### config.mk
export PLATFORM = sky130hd
export DESIGN_NAME = adc_config_scan_control
export DESIGN_NICKNAME = d
export VERILOG_FILES = /design/src/inc/adc_ctl_pkg.sv /design/src/design/adc_config_scan_control.sv /design/src/design/sync_2ff.sv /design/src/design/scan_sequencer.sv
export SDC_FILE = /design/constraint.sdc
export NUM_CORES = 1
export LEC_CHECK = 0
export BUFFER_PORTS_ARGS = -buffer_cell sky130_fd_sc_hd__buf_2
export CORE_UTILIZATION = 65
export DETAILED_ROUTE_END_ITERATION = 10
export PLACE_DENSITY = 0.84
export SLEW_MARGIN = 20
export SYNTH_ARGS = -nofsm -noshare
export SYNTH_HDL_FRONTEND = slang
export SYNTH_SLANG_ARGS = --single-unit
### constraint.sdc
create_clock -name mclk_in -period 6.2 [get_ports mclk_in]
set_input_delay 1.24 -clock mclk_in [delete_from_list [all_inputs] [get_ports mclk_in]]
set_output_delay 1.24 -clock mclk_in [all_outputs]
set_load 0.01 [all_outputs]
### src/inc/adc_ctl_pkg.sv
// adc_ctl_pkg: shared constants for the converter control block
// assumes a single 40 MHz system clock and an external converter macro
package adc_ctl_pkg;
   localparam int unsigned CLK_HZ = 40_000_000;
   localparam int unsigned RES_W  = 12;
   localparam int unsigned CH_W   = 2;
   localparam int unsigned ENT_W  = CH_W + RES_W;
   localparam int unsigned DEPTH  = 8;
   localparam int unsigned IDX_W  = 3;
   localparam int unsigned CNT_W  = 4;

   // configuration byte fields and power-up value
   localparam logic [7:0] CFG_RST      = 8'h01;
   localparam int unsigned CFG_SCAN_HI = 6;
   localparam int unsigned CFG_SCAN_LO = 5;
   localparam int unsigned CFG_CS3     = 4;
   localparam int unsigned CFG_CS2     = 3;
   localparam int unsigned CFG_CS_HI   = 2;
   localparam int unsigned CFG_CS_LO   = 1;
   localparam int unsigned CFG_SE      = 0;

   // setup byte fields and power-up value
   localparam logic [7:0] SET_RST      = 8'h82;
   localparam int unsigned BYTE_MSB    = 7;
   localparam int unsigned SET_SEL1    = 6;
   localparam int unsigned SET_REFERENCE_SELECT_LO    = 5;
   localparam int unsigned SET_REF_PWR = 4;
   localparam int unsigned SET_EXT_CLK = 3;
   localparam int unsigned SET_BIP     = 2;
   localparam int unsigned SET_RESET_N = 1;
   localparam int unsigned SET_MON     = 0;

   // extended monitor-setup bytes
   localparam logic [3:0] MON_BYTES = 4'hd;
   localparam int unsigned MON_W    = 4;

   // scan selections
   localparam logic [1:0] SCAN_RANGE  = 2'h0;
   localparam logic [1:0] SCAN_REPEAT = 2'h1;
   localparam logic [1:0] SCAN_MON    = 2'h2;
   localparam logic [1:0] SCAN_SINGLE = 2'h3;
   localparam logic [1:0] CH_REF      = 2'h3;
   localparam logic [2:0] REPEAT_LAST = 3'h7;

   // serial framing
   localparam logic [3:0] BITS_BYTE = 4'h8;
   localparam logic [3:0] BITS_RD   = 4'h9;
   localparam logic [4:0] HS_CODE   = 5'h01;
endpackage : adc_ctl_pkg

### src/design/adc_config_scan_control.sv
// adc_config_scan_control: two-wire slave, byte decode, scan and power control
// assumes scl/sda pins are asynchronous and open drain with pull-ups outside
//
// Behaviour
// - written byte with msb zero is the configuration byte
// - written byte with msb one is the setup byte
// - scan 00 converts channel zero up to selected channel
// - scan 01 converts selected channel eight times
// - scan 10 repeats channel zero to selected channel without end
// - scan 11 converts selected channel once
// - channel bits 4 and 3 both set enable monitor data read-back
// - config bit 0 picks single-ended, else differential pairs 0/1, 2/3
// - single-ended forces unipolar, polarity bit ignored
// - address with write bit acknowledged only when it matches
// - reset request returns configuration to power-up value
// - monitor bit set accepts up to 13 more bytes, each acknowledged
// - stop or repeated start may end monitor bytes early
// - stop returns high-speed interface to standard/fast mode
// - external clock: idle only after stop, nack or repeated start
// - internal clock: power down once all results are stored
// - idle device powers up on a valid address byte
// - reference pin channel skipped in scans 00 and 10 when it is a reference
// - results stored and returned in conversion order
// - read addressing starts the chosen scan sequence
// - setup bit 1 low resets configuration, setup kept
// - setup bit 0 extends write; bit 3 picks conversion clock
// - single-ended channel bits name the input directly
`timescale 1ns/1ps
module adc_config_scan_control
   import adc_ctl_pkg::*;
(
   // clock and reset
   input  wire logic                          mclk_in,
   input  wire logic                          rst_in,
   // two-wire bus pins
   input  wire logic                          scl_in,
   input  wire logic                          sda_in,
   output logic                               sda_out,
   output logic                               sda_oe_out,
   // address strap
   input  wire logic [6:0]                    dev_addr_in,
   // converter macro
   output logic                               conv_start_out,
   output logic [adc_ctl_pkg::CH_W-1:0]       conv_channel_out,
   output logic                               conv_diff_out,
   output logic                               conv_bipolar_out,
   output logic                               conv_ext_clock_out,
   input  wire logic                          conv_done_in,
   input  wire logic [adc_ctl_pkg::RES_W-1:0] conv_result_in,
   // power and mode status
   output logic                               conv_power_out,
   output logic                               ref_power_out,
   output logic                               ref_pin_is_ref_out,
   output logic                               hs_mode_out,
   // result memory read
   input  wire logic                          result_pop_in,
   output logic [adc_ctl_pkg::ENT_W-1:0]      result_data_out,
   output logic [adc_ctl_pkg::CNT_W-1:0]      result_count_out,
   // monitor-setup read-back
   output logic                               mon_readback_out,
   input  wire logic [adc_ctl_pkg::MON_W-1:0] mon_rd_idx_in,
   output logic [7:0]                         mon_rd_data_out
);
   import adc_ctl_pkg::*;

   typedef enum logic [2:0] {
      BS_IDLE    = 3'b000,
      BS_ADDR    = 3'b001,
      BS_ADDR_AK = 3'b010,
      BS_WR      = 3'b011,
      BS_WR_AK   = 3'b100,
      BS_RD      = 3'b101
   } bus_state_t;

   logic [8:0]        sync_q;
   logic              scl_s;
   logic              sda_s;
   logic [6:0]        addr_s;
   logic              scl_p_r;
   logic              sda_p_r;
   logic              start_c;
   logic              stop_c;
   logic              rise_c;
   logic              fall_c;

   bus_state_t        state_r, state_nxt;
   logic [3:0]        bit_r, bit_nxt;
   logic [7:0]        shift_r, shift_nxt;
   logic              drive_r, drive_nxt;
   logic              ack_r, ack_nxt;
   logic              hs_r, hs_nxt;
   logic              hs_code_r, hs_code_nxt;
   logic [7:0]        cfg_r, cfg_nxt;
   logic [7:0]        set_r, set_nxt;
   logic [3:0]        ext_r, ext_nxt;
   logic [MON_W-1:0]  mwr_r, mwr_nxt;
   logic              pwr_r, pwr_nxt;
   logic              seq_go;
   logic              seq_stop;
   logic              seq_done;
   logic              seq_busy;
   logic              mon_we;
   logic [7:0]        mon_mem [MON_BYTES];
   logic [7:0]        mon_data_r;
   logic [7:0]        rx_byte;
   logic              addr_hit;
   logic              is_hs_code;
   logic              ext_clk;

   // pins cross into mclk domain
   sync_2ff #(
      .W (9)
   ) u_sync (
      .mclk_in (mclk_in),
      .rst_in  (rst_in),
      .d_in    ({dev_addr_in, sda_in, scl_in}),
      .q_out   (sync_q)
   );

   assign scl_s  = sync_q[0];
   assign sda_s  = sync_q[1];
   assign addr_s = sync_q[8:2];

   always_ff @(posedge mclk_in) begin
      if (rst_in) begin
         scl_p_r <= 1'b1;
         sda_p_r <= 1'b1;
      end else begin
         scl_p_r <= scl_s;
         sda_p_r <= sda_s;
      end
   end

   assign start_c = scl_s && scl_p_r && sda_p_r && !sda_s;
   assign stop_c  = scl_s && scl_p_r && !sda_p_r && sda_s;
   assign rise_c  = scl_s && !scl_p_r;
   assign fall_c  = !scl_s && scl_p_r;

   assign rx_byte    = shift_r;
   assign addr_hit   = (rx_byte[7:1] == addr_s);
   assign is_hs_code = (rx_byte[7:3] == HS_CODE);
   assign ext_clk    = set_r[SET_EXT_CLK];

   always_comb begin
      state_nxt   = state_r;
      bit_nxt     = bit_r;
      shift_nxt   = shift_r;
      drive_nxt   = drive_r;
      ack_nxt     = ack_r;
      hs_nxt      = hs_r;
      hs_code_nxt = hs_code_r;
      cfg_nxt     = cfg_r;
      set_nxt     = set_r;
      ext_nxt     = ext_r;
      mwr_nxt     = mwr_r;
      pwr_nxt     = pwr_r;
      seq_go      = 1'b0;
      seq_stop    = 1'b0;
      mon_we      = 1'b0;
      // ack clock must not shift out the r/w bit
      if (rise_c && bit_r < BITS_BYTE && state_r != BS_ADDR_AK && state_r != BS_WR_AK) begin
         shift_nxt = {shift_r[6:0], sda_s};
      end
      if (rise_c) begin
         bit_nxt = bit_r + 4'h1;
      end
      unique case (state_r)
         BS_IDLE: ;
         BS_ADDR: begin
            if (fall_c && bit_r == BITS_BYTE) begin
               bit_nxt     = '0;
               hs_code_nxt = is_hs_code && !hs_r;
               ack_nxt     = addr_hit;
               drive_nxt   = addr_hit;
               state_nxt   = addr_hit ? BS_ADDR_AK : BS_IDLE;
               if (is_hs_code && !hs_r) begin
                  state_nxt = BS_ADDR_AK;
                  drive_nxt = 1'b0;
               end
               if (addr_hit) begin
                  pwr_nxt = 1'b1;
               end
            end
         end
         BS_ADDR_AK: begin
            if (fall_c) begin
               drive_nxt = 1'b0;
               bit_nxt   = '0;
               if (hs_code_r) begin
                  hs_nxt      = 1'b1;
                  hs_code_nxt = 1'b0;
                  state_nxt   = BS_IDLE;
               end else if (shift_r[0]) begin
                  seq_go    = 1'b1;
                  state_nxt = BS_RD;
               end else begin
                  state_nxt = BS_WR;
               end
            end
         end
         BS_WR: begin
            if (fall_c && bit_r == BITS_BYTE) begin
               bit_nxt   = '0;
               drive_nxt = 1'b1;
               state_nxt = BS_WR_AK;
               if (ext_r != '0) begin
                  mon_we  = 1'b1;
                  mwr_nxt = mwr_r + 4'h1;
                  ext_nxt = ext_r - 4'h1;
               end else if (rx_byte[BYTE_MSB]) begin
                  set_nxt = rx_byte;
                  if (!rx_byte[SET_RESET_N]) begin
                     cfg_nxt = CFG_RST;
                  end
                  if (rx_byte[SET_MON]) begin
                     ext_nxt = MON_BYTES;
                     mwr_nxt = '0;
                  end
               end else begin
                  cfg_nxt = rx_byte;
               end
            end
         end
         BS_WR_AK: begin
            if (fall_c) begin
               drive_nxt = 1'b0;
               bit_nxt   = '0;
               state_nxt = BS_WR;
            end
         end
         BS_RD: begin
            if (rise_c && bit_r == BITS_RD - 4'h1) begin
               bit_nxt = '0;
               if (sda_s) begin
                  state_nxt = BS_IDLE;
                  if (ext_clk) begin
                     seq_stop = 1'b1;
                     pwr_nxt  = 1'b0;
                  end
               end
            end
         end
         default: state_nxt = BS_IDLE;
      endcase
      if (seq_done && !ext_clk && cfg_r[CFG_SCAN_HI:CFG_SCAN_LO] != SCAN_MON) begin
         pwr_nxt = 1'b0;
      end
      if (stop_c) begin
         state_nxt = BS_IDLE;
         drive_nxt = 1'b0;
         ext_nxt   = '0;
         hs_nxt    = 1'b0;
      end
      if (start_c) begin
         state_nxt = BS_ADDR;
         bit_nxt   = '0;
         drive_nxt = 1'b0;
         ext_nxt   = '0;
      end
      if ((stop_c || (start_c && state_r != BS_IDLE)) && ext_clk) begin
         seq_stop = 1'b1;
         pwr_nxt  = 1'b0;
      end
   end

   always_ff @(posedge mclk_in) begin
      if (rst_in) begin
         state_r   <= BS_IDLE;
         bit_r     <= '0;
         shift_r   <= '0;
         drive_r   <= 1'b0;
         ack_r     <= 1'b0;
         hs_r      <= 1'b0;
         hs_code_r <= 1'b0;
         cfg_r     <= CFG_RST;
         set_r     <= SET_RST;
         ext_r     <= '0;
         mwr_r     <= '0;
         pwr_r     <= 1'b0;
      end else begin
         state_r   <= state_nxt;
         bit_r     <= bit_nxt;
         shift_r   <= shift_nxt;
         drive_r   <= drive_nxt;
         ack_r     <= ack_nxt;
         hs_r      <= hs_nxt;
         hs_code_r <= hs_code_nxt;
         cfg_r     <= cfg_nxt;
         set_r     <= set_nxt;
         ext_r     <= ext_nxt;
         mwr_r     <= mwr_nxt;
         pwr_r     <= pwr_nxt;
      end
   end

   // monitor-setup byte store
   always_ff @(posedge mclk_in) begin
      if (mon_we) begin
         mon_mem[mwr_r] <= rx_byte;
      end
   end

   always_ff @(posedge mclk_in) begin
      if (rst_in) begin
         mon_data_r <= '0;
      end else if (mon_rd_idx_in < MON_BYTES) begin
         mon_data_r <= mon_mem[mon_rd_idx_in];
      end else begin
         mon_data_r <= '0;
      end
   end

   scan_sequencer u_seq (
      .mclk_in          (mclk_in),
      .rst_in           (rst_in),
      .start_in         (seq_go),
      .stop_in          (seq_stop),
      .scan_mode_in     (cfg_r[CFG_SCAN_HI:CFG_SCAN_LO]),
      .chan_sel_in      (cfg_r[CFG_CS_HI:CFG_CS_LO]),
      .skip_ref_in      (set_r[SET_REFERENCE_SELECT_LO]),
      .done_out         (seq_done),
      .busy_out         (seq_busy),
      .conv_start_out   (conv_start_out),
      .conv_channel_out (conv_channel_out),
      .conv_done_in     (conv_done_in),
      .conv_result_in   (conv_result_in),
      .pop_in           (result_pop_in),
      .data_out         (result_data_out),
      .count_out        (result_count_out)
   );

   // open drain: only ever pulls low
   assign sda_out            = 1'b0;
   assign sda_oe_out         = drive_r;
   assign conv_diff_out      = !cfg_r[CFG_SE];
   assign conv_bipolar_out   = set_r[SET_BIP] && !cfg_r[CFG_SE];
   assign conv_ext_clock_out = ext_clk;
   assign conv_power_out     = pwr_r || seq_busy;
   assign ref_power_out      = set_r[SET_REF_PWR];
   assign ref_pin_is_ref_out = set_r[SET_REFERENCE_SELECT_LO];
   assign hs_mode_out        = hs_r;
   assign mon_readback_out   = cfg_r[CFG_CS3] && cfg_r[CFG_CS2];
   assign mon_rd_data_out    = mon_data_r;
endmodule : adc_config_scan_control

### src/design/sync_2ff.sv
// sync_2ff: two-flop synchroniser, one generate entry per bit
// assumes inputs are asynchronous to mclk_in
`timescale 1ns/1ps
module sync_2ff #(
   parameter int unsigned W = 1
) (
   // clock and reset
   input  wire logic         mclk_in,
   input  wire logic         rst_in,
   // data
   input  wire logic [W-1:0] d_in,
   output logic      [W-1:0] q_out
);
   genvar i;
   generate
      for (i = 0; i < W; i++) begin : g_bit
         logic meta_r;
         logic sync_r;
         always_ff @(posedge mclk_in) begin
            if (rst_in) begin
               meta_r <= 1'b1;
               sync_r <= 1'b1;
            end else begin
               meta_r <= d_in[i];
               sync_r <= meta_r;
            end
         end
         assign q_out[i] = sync_r;
      end
   endgenerate
endmodule : sync_2ff

### src/design/scan_sequencer.sv
// scan_sequencer: steps the converter through a scan and keeps results
// assumes the converter pulses conv_done_in once per started conversion
`timescale 1ns/1ps
module scan_sequencer
   import adc_ctl_pkg::*;
(
   // clock and reset
   input  wire logic                        mclk_in,
   input  wire logic                        rst_in,
   // control
   input  wire logic                        start_in,
   input  wire logic                        stop_in,
   input  wire logic [1:0]                  scan_mode_in,
   input  wire logic [adc_ctl_pkg::CH_W-1:0] chan_sel_in,
   input  wire logic                        skip_ref_in,
   output logic                             done_out,
   output logic                             busy_out,
   // converter
   output logic                             conv_start_out,
   output logic [adc_ctl_pkg::CH_W-1:0]     conv_channel_out,
   input  wire logic                        conv_done_in,
   input  wire logic [adc_ctl_pkg::RES_W-1:0] conv_result_in,
   // result read
   input  wire logic                        pop_in,
   output logic [adc_ctl_pkg::ENT_W-1:0]    data_out,
   output logic [adc_ctl_pkg::CNT_W-1:0]    count_out
);
   import adc_ctl_pkg::*;

   typedef enum logic [1:0] {
      SQ_IDLE  = 2'b00,
      SQ_START = 2'b01,
      SQ_WAIT  = 2'b10
   } sq_state_t;

   sq_state_t          state_r, state_nxt;
   logic [CH_W-1:0]    ch_r, ch_nxt;
   logic [IDX_W-1:0]   rep_r, rep_nxt;
   logic [IDX_W-1:0]   wr_r, wr_nxt;
   logic [IDX_W-1:0]   rd_r, rd_nxt;
   logic [CNT_W-1:0]   cnt_r, cnt_nxt;
   logic [ENT_W-1:0]   data_r, data_nxt;
   logic               done_r, done_nxt;
   logic [ENT_W-1:0]   mem [DEPTH];
   logic               last_ch;
   logic               single;

   assign single  = (scan_mode_in == SCAN_REPEAT) || (scan_mode_in == SCAN_SINGLE);
   assign last_ch = (ch_r == chan_sel_in) || (skip_ref_in && (ch_r + 2'h1 == CH_REF));

   always_comb begin
      state_nxt = state_r;
      ch_nxt    = ch_r;
      rep_nxt   = rep_r;
      wr_nxt    = wr_r;
      rd_nxt    = rd_r;
      cnt_nxt   = cnt_r;
      data_nxt  = data_r;
      done_nxt  = 1'b0;
      if (pop_in && cnt_r != '0) begin
         data_nxt = mem[rd_r];
         rd_nxt   = ({1'b0, rd_r} + 4'h1 == cnt_r) ? '0 : rd_r + 3'h1;
      end
      unique case (state_r)
         SQ_IDLE: ;
         SQ_START: state_nxt = SQ_WAIT;
         SQ_WAIT: begin
            if (conv_done_in) begin
               wr_nxt  = wr_r + 3'h1;
               cnt_nxt = (cnt_r == CNT_W'(DEPTH)) ? cnt_r : cnt_r + 4'h1;
               state_nxt = SQ_START;
               if (scan_mode_in == SCAN_REPEAT) begin
                  rep_nxt = rep_r + 3'h1;
                  if (rep_r == REPEAT_LAST) begin
                     state_nxt = SQ_IDLE;
                     done_nxt  = 1'b1;
                  end
               end else if (scan_mode_in == SCAN_SINGLE) begin
                  state_nxt = SQ_IDLE;
                  done_nxt  = 1'b1;
               end else if (!last_ch) begin
                  ch_nxt = ch_r + 2'h1;
               end else if (scan_mode_in == SCAN_MON) begin
                  ch_nxt = '0;
                  wr_nxt = '0;
               end else begin
                  state_nxt = SQ_IDLE;
                  done_nxt  = 1'b1;
               end
            end
         end
         default: state_nxt = SQ_IDLE;
      endcase
      if (start_in) begin
         state_nxt = SQ_START;
         ch_nxt    = single ? chan_sel_in : '0;
         rep_nxt   = '0;
         wr_nxt    = '0;
         rd_nxt    = '0;
         cnt_nxt   = '0;
      end else if (stop_in) begin
         state_nxt = SQ_IDLE;
      end
   end

   always_ff @(posedge mclk_in) begin
      if (rst_in) begin
         state_r <= SQ_IDLE;
         ch_r    <= '0;
         rep_r   <= '0;
         wr_r    <= '0;
         rd_r    <= '0;
         cnt_r   <= '0;
         data_r  <= '0;
         done_r  <= 1'b0;
      end else begin
         state_r <= state_nxt;
         ch_r    <= ch_nxt;
         rep_r   <= rep_nxt;
         wr_r    <= wr_nxt;
         rd_r    <= rd_nxt;
         cnt_r   <= cnt_nxt;
         data_r  <= data_nxt;
         done_r  <= done_nxt;
      end
   end

   always_ff @(posedge mclk_in) begin
      if (state_r == SQ_WAIT && conv_done_in) begin
         mem[wr_r] <= {ch_r, conv_result_in};
      end
   end

   assign conv_start_out   = (state_r == SQ_START);
   assign conv_channel_out = ch_r;
   assign busy_out         = (state_r != SQ_IDLE);
   assign done_out         = done_r;
   assign data_out         = data_r;
   assign count_out        = cnt_r;
endmodule : scan_sequencer

==> impl_metrics.prom <==
# TYPE chip_impl_metric gauge
chip_impl_metric{name="detail_route.vias_per_cell",unit=""} 6.42
chip_impl_metric{name="cts.clk_slew.worst_paths",unit="ns"} 0.06
chip_impl_metric{name="p_int",unit="W"} 0.00355
chip_impl_metric{name="first_global_vias",unit=""} 7378
chip_impl_metric{name="switching_power",unit="W"} 0.000849
chip_impl_metric{name="path_max_fanout",unit=""} 13
chip_impl_metric{name="fp.dieArea",unit="µm²"} 20000
chip_impl_metric{name="synthesis.area_per_instance",unit="µm²"} 15.6
chip_impl_metric{name="vias",unit=""} 7433
chip_impl_metric{name="drt_iter0_markers",unit=""} 653
chip_impl_metric{name="die_width",unit="µm"} 142
chip_impl_metric{name="fmax",unit="MHz"} 341
chip_impl_metric{name="cellLeakagePower",unit="nW"} 5.03
chip_impl_metric{name="drt-total-wl",unit="µm"} 27800
chip_impl_metric{name="r2r.worst_path.cells",unit=""} 5
chip_impl_metric{name="timing.hold.worst_path_depth",unit=""} 1
chip_impl_metric{name="post_cts_hold_fix_bufs",unit=""} 0
chip_impl_metric{name="slew-limit-headroom",unit=""} 0.296
chip_impl_metric{name="layout_min_cycle_time",unit="ns"} 2.93
chip_impl_metric{name="core-area",unit="µm²"} 18900
chip_impl_metric{name="transition_time_at_the_pin_with_the_least_slew_margin",unit="ns"} 1.05
chip_impl_metric{name="num_io_pins",unit=""} 68
chip_impl_info{name="run_status",value="finished clean"} 1
chip_impl_info{name="startpoint_type",value="flip-flop"} 1
chip_impl_info{name="synth_common_cells",value="edfxtp_1 (216), dfxtp_1 (98), nor2_1 (71)"} 1
chip_impl_metric{name="library_cells_used_by_synthesis",unit=""} 63
chip_impl_metric{name="hold_ws",unit="ns"} 0.406
chip_impl_metric{name="synth_seq_cells",unit=""} 314
chip_impl_info{name="crit_type",value="reg2reg"} 1
chip_impl_metric{name="floorplan.die.height",unit="µm"} 142
chip_impl_metric{name="design.final.nets",unit=""} 919
chip_impl_metric{name="initial_util",unit=""} 0.670
chip_impl_info{name="clockRootBuffer",value="clkbuf_16"} 1
chip_impl_metric{name="critical_path_required",unit="ns"} 6.38
chip_impl_info{name="r2r_start",value="state_r[1]"} 1
chip_impl_metric{name="drc",unit=""} 0
chip_impl_metric{name="globalplace.congestion",unit=""} 0.893
chip_impl_info{name="hold_class",value="reg2reg"} 1
chip_impl_metric{name="antenna_cells_inserted",unit=""} 0
chip_impl_metric{name="route.detailed.wl_per_inst",unit="µm"} 24.0
chip_impl_metric{name="clock_network_latency_to_the_later_pin_of_the_worst_skew_pair",unit="ns"} 0.55
chip_impl_info{name="cts_tree",value="built"} 1
chip_impl_metric{name="count_of_mapped_cells_out_of_synthesis",unit=""} 814
chip_impl_info{name="hold_end",value="u_sync.g_bit[8].sync_r"} 1
chip_impl_metric{name="synthesis.yosys.warnings",unit=""} 0
chip_impl_metric{name="post_synth_edffs",unit=""} 216
chip_impl_metric{name="filler_cell_count",unit=""} 1075
chip_impl_info{name="hold_path_startpoint",value="u_sync.g_bit[8].meta_r"} 1
chip_impl_metric{name="finalPower",unit="W"} 0.00440
chip_impl_info{name="library_cell_with_the_highest_instance_count_after_synthesis",value="edfxtp_1"} 1
chip_impl_metric{name="pwr_density_cell",unit="nW/µm²"} 307
chip_impl_metric{name="timing.reg2reg.setup_slack",unit="ns"} 3.27
chip_impl_metric{name="cts.repair.resized",unit=""} 0
chip_impl_metric{name="fin_setup_tns",unit="ns"} 0
chip_impl_metric{name="sw_frac_of_total",unit=""} 0.193
chip_impl_metric{name="synth_fp_nets",unit=""} 859
chip_impl_metric{name="grt.total_usage",unit=""} 0.289
chip_impl_metric{name="globalRoute.totalOverflow",unit=""} 0
chip_impl_metric{name="synth_cell_area",unit="µm²"} 12700
chip_impl_metric{name="crit_arrival",unit="ns"} 3.12
chip_impl_metric{name="synth_top_area_share",unit=""} 0.512
chip_impl_metric{name="vdd.ir_drop.worst",unit="µV"} 211
chip_impl_metric{name="finalCritPeriodShare",unit=""} 0.473
chip_impl_metric{name="fraction_of_registers_with_async_set_or_reset_after_synthesis",unit=""} 0
chip_impl_metric{name="timing.clock.skew",unit="ns"} 0.0115
chip_impl_info{name="r2r-end",value="mon_mem[11][5]"} 1
chip_impl_info{name="setup_repair_after_global_routing_missed_its_margin",value="false"} 1
chip_impl_metric{name="core.rowCount",unit=""} 50
chip_impl_metric{name="detailedPlace.worstSlack",unit="ns"} 2.93
chip_impl_metric{name="setup_viol",unit=""} 0
chip_impl_metric{name="antenna_violating_nets_post_route",unit=""} 0
chip_impl_info{name="synth_area_leaders",value="edfxtp_1 (51%), dfxtp_1 (15%), mux4_2 (6.4%)"} 1
chip_impl_info{name="timing.critical_path.to_type",value="flip-flop"} 1
chip_impl_metric{name="grt_max_degree",unit=""} 42
chip_impl_metric{name="synth.yosys.seq_area_share",unit=""} 0.667
chip_impl_metric{name="timing_max_transition_violations_final",unit=""} 0
chip_impl_metric{name="clockPowerShare",unit=""} 0.463
chip_impl_metric{name="layout-drive-gt1-share",unit=""} 0.223
chip_impl_metric{name="power.share.combinational",unit=""} 0.026
chip_impl_metric{name="p_seq_frac",unit=""} 0.511
chip_impl_metric{name="hold_viol",unit=""} 0
chip_impl_metric{name="cts-htree-levels",unit=""} 1
chip_impl_metric{name="cts-buffers-inserted",unit=""} 30
chip_impl_metric{name="synthToLayoutAreaGrowth",unit="%"} 13.0
chip_impl_info{name="netlist.top_cell.by_area",value="edfxtp_1"} 1
chip_impl_metric{name="timing.max_cap.violations",unit=""} 0
chip_impl_info{name="dominantRegCellSynth",value="edfxtp_1"} 1
chip_impl_metric{name="grt_pass1_wl",unit="µm"} 42600
chip_impl_metric{name="ctsLongestPathBuffers",unit=""} 3
chip_impl_metric{name="first_pass_iters",unit=""} 5
chip_impl_metric{name="number_of_antenna_violations_at_the_first_check_in_global_routing",unit=""} 0
chip_impl_metric{name="dp.final_hpwl",unit="µm"} 15900
chip_impl_metric{name="clock_sinks",unit=""} 314
chip_impl_metric{name="io_buffer_count",unit=""} 66
chip_impl_metric{name="setup_ws",unit="ns"} 3.27
chip_impl_metric{name="post_cts.repair.setup_buffers",unit=""} 0
==> layout by cell type, fill, tap and decap left out, types with 11 or more instances in the layout <==
cell,instances
a211oi_1,15
a21oi_1,21
and2_1,11
buf_2,66
clkbuf_16,32
dfxtp_1,96
edfxtp_1,216
ha_1,16
inv_1,18
mux2i_1,27
mux4_1,24
mux4_2,36
nand2_1,29
nand2b_1,12
nand3_1,11
nor2_1,68
nor2b_1,14
or2_2,21
xor2_1,13
==> cells by family (layout without fill, tap and decap cells) <==
family	count (synthesis)	count (layout)	synth area share
AND/OR/NAND/NOR	224	224	0.0940
adder cells (fa/ha/maj)	18	18	0.0174
AO/OA/AOI/OAI	84	84	0.0472
XOR/XNOR	22	22	0.0152
buffers and inverters	64	148	0.0232
other	1	1	0.000296
multiplexers	87	87	0.135
flip-flops	314	314	0.667
==> layer usage <==
| metal | track usage | vias to the layer above | wire (µm) |
|---|---|---|---|
| met3 | 0.0526 | 60 | 2290 |
| met4 | 0.101 | 0 | 826 |
| met1 | 0.377 | 3724 | 10700 |
| li1 | - | 3233 | - |
| met2 | 0.492 | 416 | 14000 |
| met5 | 0 | - | 0 |
==> flip-flops by register name, summed over array words and instances (netlist names), 7 cells and up <==
signal,count
mon_mem,104
u_sync.g_bit.meta_r,9
mon_rd_data_out,8
rx_byte,8
u_seq.data_out,14
cfg_r,7
u_seq.mem,112
u_sync.g_bit.sync_r,9
==> critical path: stages (launching register included) <==
cell	delay, ns
dfxtp_1	0.57
nor2b_1	0.52
nand3_1	0.25
or2_1	0.36
nor3b_2	0.31
and2_1	0.56
==> power by group through the flow <==
stage                     sequential (W)  clock [W]  combinational [W]
after CTS                        0.00224    0.00204           0.000117
after floorplan                  0.00229          0          0.0000794
final                            0.00224    0.00204           0.000116
after global placement           0.00229          0           0.000108
after global routing             0.00224    0.00213           0.000127
after detailed placement         0.00229          0           0.000115
==> worst max-delay path by stage <==
stage / start / end / slack (ns)
floorplan: conv_done_in / u_seq.mem[0][0] / 2.91
global placement: mon_rd_idx_in[0] / mon_rd_data_out[2] / 3.08
detailed placement: mon_rd_idx_in[0] / mon_rd_data_out[3] / 2.93
CTS: state_r[1] / mon_mem[11][7] / 3.32
global route: state_r[1] / mon_mem[12][6] / 3.13
finish: state_r[1] / mon_mem[11][5] / 3.27
==> layout make-up <==
cell class                      instances  area, µm²  area share
Tap cell                              260        325      0.0227
Clock buffer                           43        903      0.0631
Inverter                               18       67.6     0.00472
Sequential cell                       314       8450       0.591
Multi-Input combinational cell        436       3960       0.276
Timing Repair Buffer                   74        390      0.0273
Clock inverter                         13        215      0.0150
==> per-stage QoR <==
step                      cells  utilization  instance area [µm²]
final                      1158        0.757                14300
after floorplan             814            -                12700
after detailed placement   1102        0.698                13200
after CTS                  1158        0.757                14300
after global placement     1102        0.697                13200
after global routing       1158        0.757                14300
Note: power is estimated with default switching activity, not from simulation.
